**config.mk**
```make
export PLATFORM = sky130hd
export DESIGN_NAME = touch_conversion_clock_control
export DESIGN_NICKNAME = d
export VERILOG_FILES = /design/src/rtl/touch_pkg.sv /design/src/rtl/conv_clk_if.sv /design/src/rtl/conv_clk_divider.sv /design/src/rtl/touch_conversion_clock_control.sv
export VERILOG_INCLUDE_DIRS = /design/src /design/src/rtl
export SDC_FILE = /design/constraint.sdc
export NUM_CORES = 1
export LEC_CHECK = 0
export BUFFER_PORTS_ARGS = -buffer_cell sky130_fd_sc_hd__buf_4
export CORE_ASPECT_RATIO = 0.9
export CORE_MARGIN = 1.5
export CORE_UTILIZATION = 25
export CTS_BUF_LIST = sky130_fd_sc_hd__clkbuf_2 sky130_fd_sc_hd__clkbuf_4 sky130_fd_sc_hd__clkbuf_8
export CTS_CLUSTER_DIAMETER = 120
export CTS_CLUSTER_SIZE = 28
export DETAILED_ROUTE_END_ITERATION = 16
export PLACE_DENSITY = 0.45
export SLEW_MARGIN = 20
export SYNTH_ARGS = -nofsm -noshare
export SYNTH_HDL_FRONTEND = slang
export SYNTH_SLANG_ARGS = --single-unit
```
**constraint.sdc**
```tcl
create_clock -name clk_i -period 2.4 [get_ports clk_i]
set_clock_uncertainty 0.05 [all_clocks]
set_input_delay 0.24 -clock clk_i [delete_from_list [all_inputs] [get_ports clk_i]]
set_output_delay 0.24 -clock clk_i [all_outputs]
set_load 0.02 [all_outputs]
```
**src/rtl/touch_consts.svh**
```systemverilog
`ifndef TOUCH_CONSTS_SVH
`define TOUCH_CONSTS_SVH
// ****************
// Register offsets
// ****************
`define OFS_FIRST_CONFIG 8'h00
`define OFS_CONTROL 8'h04
`define OFS_STATUS 8'h08
`define OFS_IRQ_STATUS 8'h0C
`define OFS_IRQ_CLEAR 8'h10
`define OFS_IRQ_ENABLE 8'h14
// ****************
// Field positions
// ****************
`define CFG_DIV_LO 0
`define CFG_RES12 2
`define CFG_SETTLE_LO 3
`define CFG_PRE_LO 6
`define CFG_SENSE_LO 9
`define CFG_NOTIFY_PEN 12
`define CFG_WIDTH 13
`define CTL_START 0
`define CTL_SOFT_RESET 1
`define EV_DONE 0
`define EV_PEN 1
`define EV_CFG_ERR 2
`define EV_WIDTH 3
// ****************
// Reset values
// ****************
`define CFG_RESET 13'h0002
`define IRQ_EN_RESET 3'h0
// ****************
// Timing
// ****************
`define CLK_HZ 50000000
`define OSC_HZ 4000000
`define OSC_DIV ((`CLK_HZ + `OSC_HZ / 2) / `OSC_HZ)
`define HW_RST_MIN_NS 10000
`define HW_RST_CYC ((`HW_RST_MIN_NS * (`CLK_HZ / 1000000) + 999) / 1000)
`define DELAY_STEP_TICKS 16
`define SAMPLES_PER_CONV 3
`endif

```
**src/rtl/touch_pkg.sv**
```systemverilog
package touch_pkg;
    typedef enum logic [1:0] {
        DIV_BY_1,
        DIV_BY_2,
        DIV_BY_4,
        DIV_RSVD
    } conv_div_t;
    typedef enum logic [1:0] {
        SET_Y,
        SET_X,
        SET_Z
    } meas_set_t;
    typedef enum logic [2:0] {
        ST_IDLE,
        ST_SETTLE,
        ST_CONVERT,
        ST_PRECHARGE,
        ST_SENSE
    } seq_state_t;
endpackage : touch_pkg

```
**src/rtl/conv_clk_if.sv**
```systemverilog
`timescale 1ns/1ps
interface conv_clk_if;
    logic osc_tick;
    touch_pkg::conv_div_t div_code;
    logic conv_tick;
    modport ctrl (output osc_tick, output div_code, input conv_tick);
    modport div (input osc_tick, input div_code, output conv_tick);
endinterface : conv_clk_if

```
**src/rtl/conv_clk_divider.sv**
```systemverilog
`timescale 1ns/1ps
`include "touch_consts.svh"
module conv_clk_divider (
    // Clock and reset
    input wire logic clk_i,
    input wire logic rst_i,
    input wire logic ce_i,
    // Oscillator side
    conv_clk_if.div cif
);
    logic [1:0] cnt_r;
    logic [1:0] last_r;

    // ****************
    // Integer division
    // ****************
    function automatic logic [1:0] last_count(input touch_pkg::conv_div_t code);
        case (code)
            touch_pkg::DIV_BY_1: last_count = 2'h0;
            touch_pkg::DIV_BY_2: last_count = 2'h1;
            default: last_count = 2'h3;
        endcase
    endfunction : last_count

    always_comb begin
        last_r = last_count(cif.div_code);
    end

    always_ff @(posedge clk_i) begin
        if (rst_i) begin
            cnt_r <= 2'h0;
            cif.conv_tick <= 1'b0;
        end else if (ce_i) begin
            cif.conv_tick <= 1'b0;
            if (cif.osc_tick) begin
                if (cnt_r >= last_r) begin
                    cnt_r <= 2'h0;
                    cif.conv_tick <= 1'b1;
                end else begin
                    cnt_r <= cnt_r + 2'h1;
                end
            end
        end
    end
endmodule : conv_clk_divider

```
**src/rtl/touch_conversion_clock_control.sv**
```systemverilog
`timescale 1ns/1ps
`include "touch_consts.svh"
// Functional notes
// - Notify pin shows data-available or pen-down, chosen by config bit.
// - Hardware reset pin is active low and restores default state.
// - Two address-select pins form target address bits 0 and 1.
// - State machines run from 4 MHz oscillator; converter clock divides it.
// - Divide-by-one is accurate only at 10-bit resolution.
// - 12-bit needs divide-by-two or divide-by-four.
// - Two-bit field of first config register picks the divide ratio.
// - X set: plus, minus and layer-current conversions.
// - Y set: plus, minus and layer-current conversions.
// - Pressure set: two conversions, first and second sample.
// - Per set: drive panel, wait settle, three samples; Y, X, pressure.
// - Reset pulse of 10 us accepted, short pulses and spikes ignored.
// - Soft reset bit 1 of control word restores default state.
module touch_conversion_clock_control #(
    parameter int HW_RST_CYC = `HW_RST_CYC
) (
    // Clock, reset, enable
    input wire logic clk_i,
    input wire logic rst_i,
    input wire logic ce_i,
    // Wishbone slave
    input wire logic wb_cyc_i,
    input wire logic wb_stb_i,
    input wire logic wb_we_i,
    input wire logic [7:0] wb_adr_i,
    input wire logic [3:0] wb_sel_i,
    input wire logic [31:0] wb_dat_i,
    output logic [31:0] wb_dat_o,
    output logic wb_ack_o,
    // Device pins
    input wire logic reset_pin_n_i,
    input wire logic addr_sel_low_i,
    input wire logic addr_sel_high_i,
    input wire logic pen_touch_i,
    output logic touch_notify_out_n_o,
    output logic [1:0] target_addr_lo_o,
    // Panel, converter and interrupt
    output logic [3:0] panel_drv_o,
    output logic [2:0] conv_sel_o,
    output logic sample_o,
    output logic res12_o,
    output logic irq_o
);
    // ****************
    // Declarations
    // ****************
    conv_clk_if cif ();
    logic [3:0] osc_cnt_r;
    logic [`CFG_WIDTH-1:0] cfg_r;
    logic [`EV_WIDTH-1:0] irq_stat_r;
    logic [`EV_WIDTH-1:0] irq_en_r;
    logic [`EV_WIDTH-1:0] ev_set;
    logic [2:0] rst_sync_r;
    logic rst_filt_r;
    logic [15:0] rst_low_cnt_r;
    logic hw_rst_r;
    logic sw_rst_r;
    logic srst;
    logic [2:0] a0_sync_r;
    logic [2:0] a1_sync_r;
    logic [2:0] pen_sync_r;
    logic pen_r;
    logic pen_prev_r;
    logic wr_en;
    logic rd_en;
    logic start_r;
    logic data_avail_r;
    touch_pkg::seq_state_t state_r;
    touch_pkg::meas_set_t set_r;
    logic [1:0] conv_idx_r;
    logic [1:0] smp_idx_r;
    logic [3:0] bit_cnt_r;
    logic [7:0] wait_r;
    logic res12_eff;
    logic last_conv;

    // ****************
    // Reset sources
    // ****************
    assign srst = rst_i | hw_rst_r | sw_rst_r;

    // Three flops; a level change counts once the last two agree
    always_ff @(posedge clk_i) begin
        if (rst_i) begin
            rst_sync_r <= 3'h7;
            rst_filt_r <= 1'b1;
        end else if (ce_i) begin
            rst_sync_r <= {rst_sync_r[1:0], reset_pin_n_i};
            if (rst_sync_r[1] == rst_sync_r[2]) begin
                rst_filt_r <= rst_sync_r[2];
            end
        end
    end

    // Pulse shorter than the minimum is dropped; one reset per pulse
    always_ff @(posedge clk_i) begin
        if (rst_i) begin
            rst_low_cnt_r <= 16'h0000;
            hw_rst_r <= 1'b0;
        end else if (ce_i) begin
            hw_rst_r <= 1'b0;
            if (rst_filt_r) begin
                rst_low_cnt_r <= 16'h0000;
            end else if (rst_low_cnt_r != 16'(HW_RST_CYC)) begin
                rst_low_cnt_r <= rst_low_cnt_r + 16'h0001;
                if (rst_low_cnt_r == 16'(HW_RST_CYC - 1)) begin
                    hw_rst_r <= 1'b1;
                end
            end
        end
    end

    // ****************
    // Pin synchronisers
    // ****************
    always_ff @(posedge clk_i) begin
        if (rst_i) begin
            a0_sync_r <= 3'h0;
            a1_sync_r <= 3'h0;
            pen_sync_r <= 3'h0;
            target_addr_lo_o <= 2'h0;
            pen_r <= 1'b0;
        end else if (ce_i) begin
            a0_sync_r <= {a0_sync_r[1:0], addr_sel_low_i};
            a1_sync_r <= {a1_sync_r[1:0], addr_sel_high_i};
            pen_sync_r <= {pen_sync_r[1:0], pen_touch_i};
            if (a0_sync_r[1] == a0_sync_r[2]) begin
                target_addr_lo_o[0] <= a0_sync_r[2];
            end
            if (a1_sync_r[1] == a1_sync_r[2]) begin
                target_addr_lo_o[1] <= a1_sync_r[2];
            end
            if (pen_sync_r[1] == pen_sync_r[2]) begin
                pen_r <= pen_sync_r[2];
            end
        end
    end

    // ****************
    // Oscillator and divider
    // ****************
    // Nominal oscillator rate; exact 4 MHz is not reachable from this clock
    always_ff @(posedge clk_i) begin
        if (srst) begin
            osc_cnt_r <= 4'h0;
            cif.osc_tick <= 1'b0;
        end else if (ce_i) begin
            cif.osc_tick <= (osc_cnt_r == 4'(`OSC_DIV - 1));
            if (osc_cnt_r == 4'(`OSC_DIV - 1)) begin
                osc_cnt_r <= 4'h0;
            end else begin
                osc_cnt_r <= osc_cnt_r + 4'h1;
            end
        end
    end

    assign cif.div_code = touch_pkg::conv_div_t'(cfg_r[`CFG_DIV_LO +: 2]);

    conv_clk_divider u_div (
        .clk_i(clk_i),
        .rst_i(srst),
        .ce_i(ce_i),
        .cif(cif)
    );

    // Full speed forces 10-bit, since 12-bit results would be wrong
    assign res12_eff = cfg_r[`CFG_RES12] && (cif.div_code != touch_pkg::DIV_BY_1);

    // ****************
    // Register bus
    // ****************
    // Writes land at the ack edge, while the master still holds the request
    assign wr_en = wb_cyc_i & wb_stb_i & wb_we_i & wb_ack_o;
    assign rd_en = wb_cyc_i & wb_stb_i & ~wb_we_i & ~wb_ack_o;

    always_ff @(posedge clk_i) begin
        if (rst_i) begin
            wb_ack_o <= 1'b0;
        end else if (ce_i) begin
            wb_ack_o <= wb_cyc_i & wb_stb_i & ~wb_ack_o;
        end
    end

    always_ff @(posedge clk_i) begin
        if (srst) begin
            cfg_r <= `CFG_WIDTH'(`CFG_RESET);
            irq_en_r <= `EV_WIDTH'(`IRQ_EN_RESET);
        end else if (ce_i && wr_en) begin
            if (wb_adr_i == `OFS_FIRST_CONFIG) begin
                if (wb_sel_i[0]) cfg_r[7:0] <= wb_dat_i[7:0];
                if (wb_sel_i[1]) cfg_r[12:8] <= wb_dat_i[12:8];
            end
            if (wb_adr_i == `OFS_IRQ_ENABLE && wb_sel_i[0]) begin
                irq_en_r <= wb_dat_i[`EV_WIDTH-1:0];
            end
        end
    end

    // Control word is write-only; its bits act as one-cycle pulses
    always_ff @(posedge clk_i) begin
        if (srst) begin
            start_r <= 1'b0;
            sw_rst_r <= 1'b0;
        end else if (ce_i) begin
            start_r <= wr_en && wb_adr_i == `OFS_CONTROL && wb_sel_i[0]
                && wb_dat_i[`CTL_START];
            sw_rst_r <= wr_en && wb_adr_i == `OFS_CONTROL && wb_sel_i[0]
                && wb_dat_i[`CTL_SOFT_RESET];
        end
    end

    always_ff @(posedge clk_i) begin
        if (srst) begin
            wb_dat_o <= 32'h0000_0000;
        end else if (ce_i) begin
            wb_dat_o <= 32'h0000_0000;
            if (rd_en) begin
                case (wb_adr_i)
                    `OFS_FIRST_CONFIG: wb_dat_o <= 32'(cfg_r);
                    `OFS_STATUS: wb_dat_o <= {26'h0, res12_eff, pen_r,
                        target_addr_lo_o, data_avail_r, state_r != touch_pkg::ST_IDLE};
                    `OFS_IRQ_STATUS: wb_dat_o <= 32'(irq_stat_r);
                    `OFS_IRQ_ENABLE: wb_dat_o <= 32'(irq_en_r);
                    default: wb_dat_o <= 32'h0000_0000;
                endcase
            end
        end
    end

    // ****************
    // Interrupts
    // ****************
    always_ff @(posedge clk_i) begin
        if (srst) begin
            pen_prev_r <= 1'b0;
        end else if (ce_i) begin
            pen_prev_r <= pen_r;
        end
    end

    always_comb begin
        ev_set = '0;
        ev_set[`EV_DONE] = (state_r == touch_pkg::ST_CONVERT) && last_conv;
        ev_set[`EV_PEN] = pen_r & ~pen_prev_r;
        ev_set[`EV_CFG_ERR] = start_r && cfg_r[`CFG_RES12] && !res12_eff;
    end

    // Set wins over a clear in the same cycle
    always_ff @(posedge clk_i) begin
        if (srst) begin
            irq_stat_r <= '0;
        end else if (ce_i) begin
            if (wr_en && wb_adr_i == `OFS_IRQ_CLEAR && wb_sel_i[0]) begin
                irq_stat_r <= (irq_stat_r & ~wb_dat_i[`EV_WIDTH-1:0]) | ev_set;
            end else begin
                irq_stat_r <= irq_stat_r | ev_set;
            end
        end
    end

    always_ff @(posedge clk_i) begin
        if (srst) begin
            irq_o <= 1'b0;
        end else if (ce_i) begin
            irq_o <= |(irq_stat_r & irq_en_r);
        end
    end

    // Data-available flag drops when software clears the done event
    always_ff @(posedge clk_i) begin
        if (srst) begin
            data_avail_r <= 1'b0;
        end else if (ce_i) begin
            if (ev_set[`EV_DONE]) begin
                data_avail_r <= 1'b1;
            end else if (wr_en && wb_adr_i == `OFS_IRQ_CLEAR && wb_dat_i[`EV_DONE]) begin
                data_avail_r <= 1'b0;
            end
        end
    end

    // Host input must float-free; the pin is driven at both levels
    always_ff @(posedge clk_i) begin
        if (srst) begin
            touch_notify_out_n_o <= 1'b1;
        end else if (ce_i) begin
            touch_notify_out_n_o <= cfg_r[`CFG_NOTIFY_PEN] ? ~pen_r : ~data_avail_r;
        end
    end

    // ****************
    // Measurement sequencer
    // ****************
    function automatic logic [7:0] delay_ticks(input logic [2:0] code);
        delay_ticks = 8'(code * `DELAY_STEP_TICKS);
    endfunction : delay_ticks

    function automatic logic [1:0] last_conv_idx(input touch_pkg::meas_set_t s);
        last_conv_idx = (s == touch_pkg::SET_Z) ? 2'h1 : 2'h2;
    endfunction : last_conv_idx

    assign last_conv = cif.conv_tick && bit_cnt_r == 4'h0
        && smp_idx_r == 2'(`SAMPLES_PER_CONV - 1)
        && conv_idx_r == last_conv_idx(touch_pkg::SET_Z) && set_r == touch_pkg::SET_Z;

    always_ff @(posedge clk_i) begin
        if (srst) begin
            state_r <= touch_pkg::ST_IDLE;
            set_r <= touch_pkg::SET_Y;
            conv_idx_r <= 2'h0;
            smp_idx_r <= 2'h0;
            bit_cnt_r <= 4'h0;
            wait_r <= 8'h00;
        end else if (ce_i) begin
            case (state_r)
                touch_pkg::ST_IDLE: begin
                    if (start_r) begin
                        set_r <= touch_pkg::SET_Y;
                        conv_idx_r <= 2'h0;
                        smp_idx_r <= 2'h0;
                        wait_r <= delay_ticks(cfg_r[`CFG_SETTLE_LO +: 3]);
                        state_r <= touch_pkg::ST_SETTLE;
                    end
                end
                touch_pkg::ST_SETTLE: begin
                    if (wait_r == 8'h00) begin
                        bit_cnt_r <= res12_eff ? 4'hB : 4'h9;
                        state_r <= touch_pkg::ST_CONVERT;
                    end else if (cif.osc_tick) begin
                        wait_r <= wait_r - 8'h01;
                    end
                end
                touch_pkg::ST_CONVERT: begin
                    if (cif.conv_tick) begin
                        if (bit_cnt_r != 4'h0) begin
                            bit_cnt_r <= bit_cnt_r - 4'h1;
                        end else if (smp_idx_r != 2'(`SAMPLES_PER_CONV - 1)) begin
                            smp_idx_r <= smp_idx_r + 2'h1;
                            bit_cnt_r <= res12_eff ? 4'hB : 4'h9;
                        end else if (conv_idx_r != last_conv_idx(set_r)) begin
                            smp_idx_r <= 2'h0;
                            conv_idx_r <= conv_idx_r + 2'h1;
                            bit_cnt_r <= res12_eff ? 4'hB : 4'h9;
                        end else if (set_r == touch_pkg::SET_Z) begin
                            state_r <= touch_pkg::ST_IDLE;
                        end else begin
                            wait_r <= delay_ticks(cfg_r[`CFG_PRE_LO +: 3]);
                            state_r <= touch_pkg::ST_PRECHARGE;
                        end
                    end
                end
                touch_pkg::ST_PRECHARGE: begin
                    if (wait_r == 8'h00) begin
                        wait_r <= delay_ticks(cfg_r[`CFG_SENSE_LO +: 3]);
                        state_r <= touch_pkg::ST_SENSE;
                    end else if (cif.osc_tick) begin
                        wait_r <= wait_r - 8'h01;
                    end
                end
                touch_pkg::ST_SENSE: begin
                    if (wait_r == 8'h00) begin
                        set_r <= (set_r == touch_pkg::SET_Y) ? touch_pkg::SET_X
                            : touch_pkg::SET_Z;
                        conv_idx_r <= 2'h0;
                        smp_idx_r <= 2'h0;
                        wait_r <= delay_ticks(cfg_r[`CFG_SETTLE_LO +: 3]);
                        state_r <= touch_pkg::ST_SETTLE;
                    end else if (cif.osc_tick) begin
                        wait_r <= wait_r - 8'h01;
                    end
                end
                default: state_r <= touch_pkg::ST_IDLE;
            endcase
        end
    end

    // ****************
    // Panel drive outputs
    // ****************
    // Drivers: {y_minus, y_plus, x_minus, x_plus}; off between sets
    always_ff @(posedge clk_i) begin
        if (srst) begin
            panel_drv_o <= 4'h0;
            conv_sel_o <= 3'h0;
            sample_o <= 1'b0;
            res12_o <= 1'b0;
        end else if (ce_i) begin
            res12_o <= res12_eff;
            sample_o <= state_r == touch_pkg::ST_CONVERT && cif.conv_tick && bit_cnt_r == 4'h0;
            if (state_r == touch_pkg::ST_SETTLE || state_r == touch_pkg::ST_CONVERT) begin
                case (set_r)
                    touch_pkg::SET_Y: panel_drv_o <= 4'hC;
                    touch_pkg::SET_X: panel_drv_o <= 4'h3;
                    default: panel_drv_o <= 4'h6;
                endcase
                // 0-2 vertical, 3-5 horizontal, 6-7 pressure
                case (set_r)
                    touch_pkg::SET_Y: conv_sel_o <= {1'b0, conv_idx_r};
                    touch_pkg::SET_X: conv_sel_o <= 3'h3 + {1'b0, conv_idx_r};
                    default: conv_sel_o <= 3'h6 + {1'b0, conv_idx_r};
                endcase
            end else begin
                panel_drv_o <= 4'h0;
            end
        end
    end
endmodule : touch_conversion_clock_control

```
==> results.md <==
- Status: finished, final reports clean
- Core area: 20,900 µm²
- Final ANT Viol Nets: 0
- Main synth FF type: dfxtp_1
- CTS H-tree depth: 3
- Setup TNS: 0 ns
- Leakage: 0.002418 µW
- Internal power: 2343 µW
- Chip height: 141.9 µm
- FF+latch count, synth: 110
- Vias: 4,617
- Most common cell after layout, fill and taps aside: dfxtp_1
- Drt pass-1 iters: 4
- Die footprint: 22,320 µm²
- Crit. Startpoint: set_r[0]
- Switching share of total power: 26.75%
- Seq pwr share: 58.1%
- Final setup margin: 0.1444 ns
- Maximum clock path buffer count: 2
- Synth cell types: 62
- Family with the most delay on the worst path: simple AND/OR/NAND/NOR gates
- Slew Viols, Final: 0
- Ys Warns: 0
- Layout Nets: 763
- Dpl cells: 971
- Max Cap Viol: 0
- Vias in the first global route: 4,409
- Setup WS pre-CTS: 0.1469 ns
- Critical Path Sink Type: register
- CTS buffer count: 9
- Mean post-synth cell area: 8.504 µm²
- CP Cell Sequence: nor2b_1, o22ai_1, a21oi_1, or3_1, nor2_1, a32o_1
- Fillers: 2,206
- Sequential fraction of the synthesis area: 41.10%
- Remaining global-route overflow: 0
- HPWL after detailed placement: 10,670 µm
- Synth-to-layout area growth: 18.80%
- Top fanout value on the critical path: 9
- First-pass GRT wire length: 23,170 µm
- EDFF count, synth: 0
- Worst IR Drop VDD: 243.4 µV
- Post-DP Area: 6165 µm²
- RSZ-0062 raised after global routing: no
- Switching Power: 855.5 µW
- Post-Syn Instances: 630
- Hold Path Class: in2reg
- Initial antenna violation count: 0
- CTS clock-pin slew for the worst setup and hold paths: 0.11 ns
- DR vias/cell: 4.673
- Final core utilization: 30.46%
- Clk_lat worst skew: 0.39 ns
- DRC Markers: 0
- Worst rel slew slack: 49.33%
- Max stage delay on crit path: 0.51 ns
- CP Buf/Inv Count: 0
- WL per Instance: 14.55 µm
- Worst slew pin tran: 0.7521 ns
- Worst EP required: 2.69 ns
- Row cnt: 50
- Initial Util: 25.64%
- Final instance area: 6365 µm²
- Synthesized area: 5358 µm²
- Critical path arrival: 2.54 ns
- Most frequent cells in the layout: dfxtp_1, buf_4, nor2_1, a21oi_1, nand2_1
- Pin count of the biggest net entering global routing: 29
- Diode count: 0
- Final setup viols: 0
- Hold Startpoint: wb_dat_i[3]
- Reg2reg start: set_r[0]
- Routability cong.: 0.8221
- Fin cells: 988
- Sink Count: 110
- # IOs: 100
- Buffers added on ports: 59
- Setup CP Type: reg2reg
- Slowest-stage cell, CP: dfxtp_1
- Root Driver: clkbuf_8
- Share of post-route cells with drive strength above 1: 16.52%
- Fin. Hold Viols: 0
- Clock network fraction of design power: 34.0%
- Final wirelength: 14,380 µm
- Combinational Power Share: 8.0%
- Async set-reset flop share out of synthesis: 0%
- Post-layout min period: 2.256 ns
- DIE WIDTH: 157.3 µm
- Fmax achieved: 443.3 MHz
- Startpoint types: register
- TritonCTS clock tree: built
- Pwr Density: 502.5 nW/µm²
- Number of DRC markers in iteration 0: 300
- Overall routing resource usage: 13.26%
- Tcrit/Tclk final: 93.98%
## sequential cells by signal, indices dropped and copies added (netlist names), 4 cells and up
| name | count |
|---|---|
| bit_cnt_r | 4 |
| cfg_r | 13 |
| osc_cnt_r | 4 |
| panel_drv_o | 4 |
| rst_low_cnt_r | 16 |
| wait_r | 8 |
| wb_dat_o | 13 |
## kinds of logic (layout without fill, tap and decap cells)
logic type               after synthesis  after routing  synth area share [%]
adder cells (fa/ha/maj)               12             12                 2.802
AND/OR/NAND/NOR                      242            242                 23.38
multiplexers                          38             38                 7.123
buffers and inverters                 71            125                 6.352
flip-flops                           110            110                 41.10
other                                  1             19               0.06999
XOR/XNOR                              12             12                 1.962
AO/OA/AOI/OAI                        144            144                 17.21
## cell type report
type | instances | area [µm²] | share of cell area, %
clock buffers | 10 | 137.6 | 2.162
clock inverters | 6 | 47.55 | 0.7470
inverters | 24 | 90.09 | 1.415
multi-input cells | 467 | 2889 | 45.39
flip-flops and latches | 110 | 2202 | 34.60
well taps | 286 | 357.8 | 5.622
repair buffers | 85 | 640.6 | 10.06
## cell usage after synthesis, types with 6 or more instances
master      n  area share, %
a21oi_1    50            4.7
a22o_1     11            1.8
and3_1      6           0.70
buf_4      19            2.7
clkbuf_1   23            1.6
dfxtp_1   110             41
ha_1       12            2.8
inv_1      23            1.6
mux2i_1    37            6.9
nand2_1    40            2.8
nand2b_1   12            1.4
nand3_1    14            1.3
nand4_1     9            1.1
nor2_1     81            5.7
nor2b_1     8           0.93
nor3_1     19            1.8
nor4_1      7           0.82
o21ai_0    39            3.6
or3_1       9            1.1
xor2_1      9            1.5
## worst paths after layout
| path | to | slack, ns | depth (start not counted) |
|---|---|---|---|
| worst min register to register | rst_sync_r[1] | 0.43 | 1 |
| worst max register to register | wait_r[1] | 0.14 | 6 |
| worst min-delay path | cfg_r[3] | 0.02 | 3 |
| worst max-delay path | wait_r[1] | 0.14 | 6 |
## tightest hold or removal path: stages
cell and delay, ns:
buf_4 0.08, mux2i_1 0.05, nor2_1 0.07
## power groups by stage
stage	logic, µW	clock network (µW)	registers, µW
floorplan	168	0	1900
global placement	250	0	1900
detailed placement	253	0	1900
CTS	255	1150	1860
global route	279	1220	1860
finish	255	1090	1860
## metal layers
layer,up-vias,track usage (%),part of all wire [%]
met5,-,0,0
met4,0,4.022,1.7
met3,12,3.482,4.6
met2,99,19.80,42
met1,2163,18.57,52
li1,2343,-,-
## per-stage QoR
stage,hold WS [ns],power (µW)
2_1_floorplan,0.3124,2068
3_3_place_gp,0.3914,2147
3_5_place_dp,0.4055,2151
4_1_cts,0.002314,3262
5_1_grt,0.004798,3361
6_report,0.02368,3198
## what timing repair did
action                                  CTS  global route
endpoints found under the setup margin    0             6
hold endpoints to repair                  1             0
hold buffers                              1             0
setup buffers                             0             0
gates resized for setup                   0             1
No activity file was read; power rests on OpenSTA's default activity.
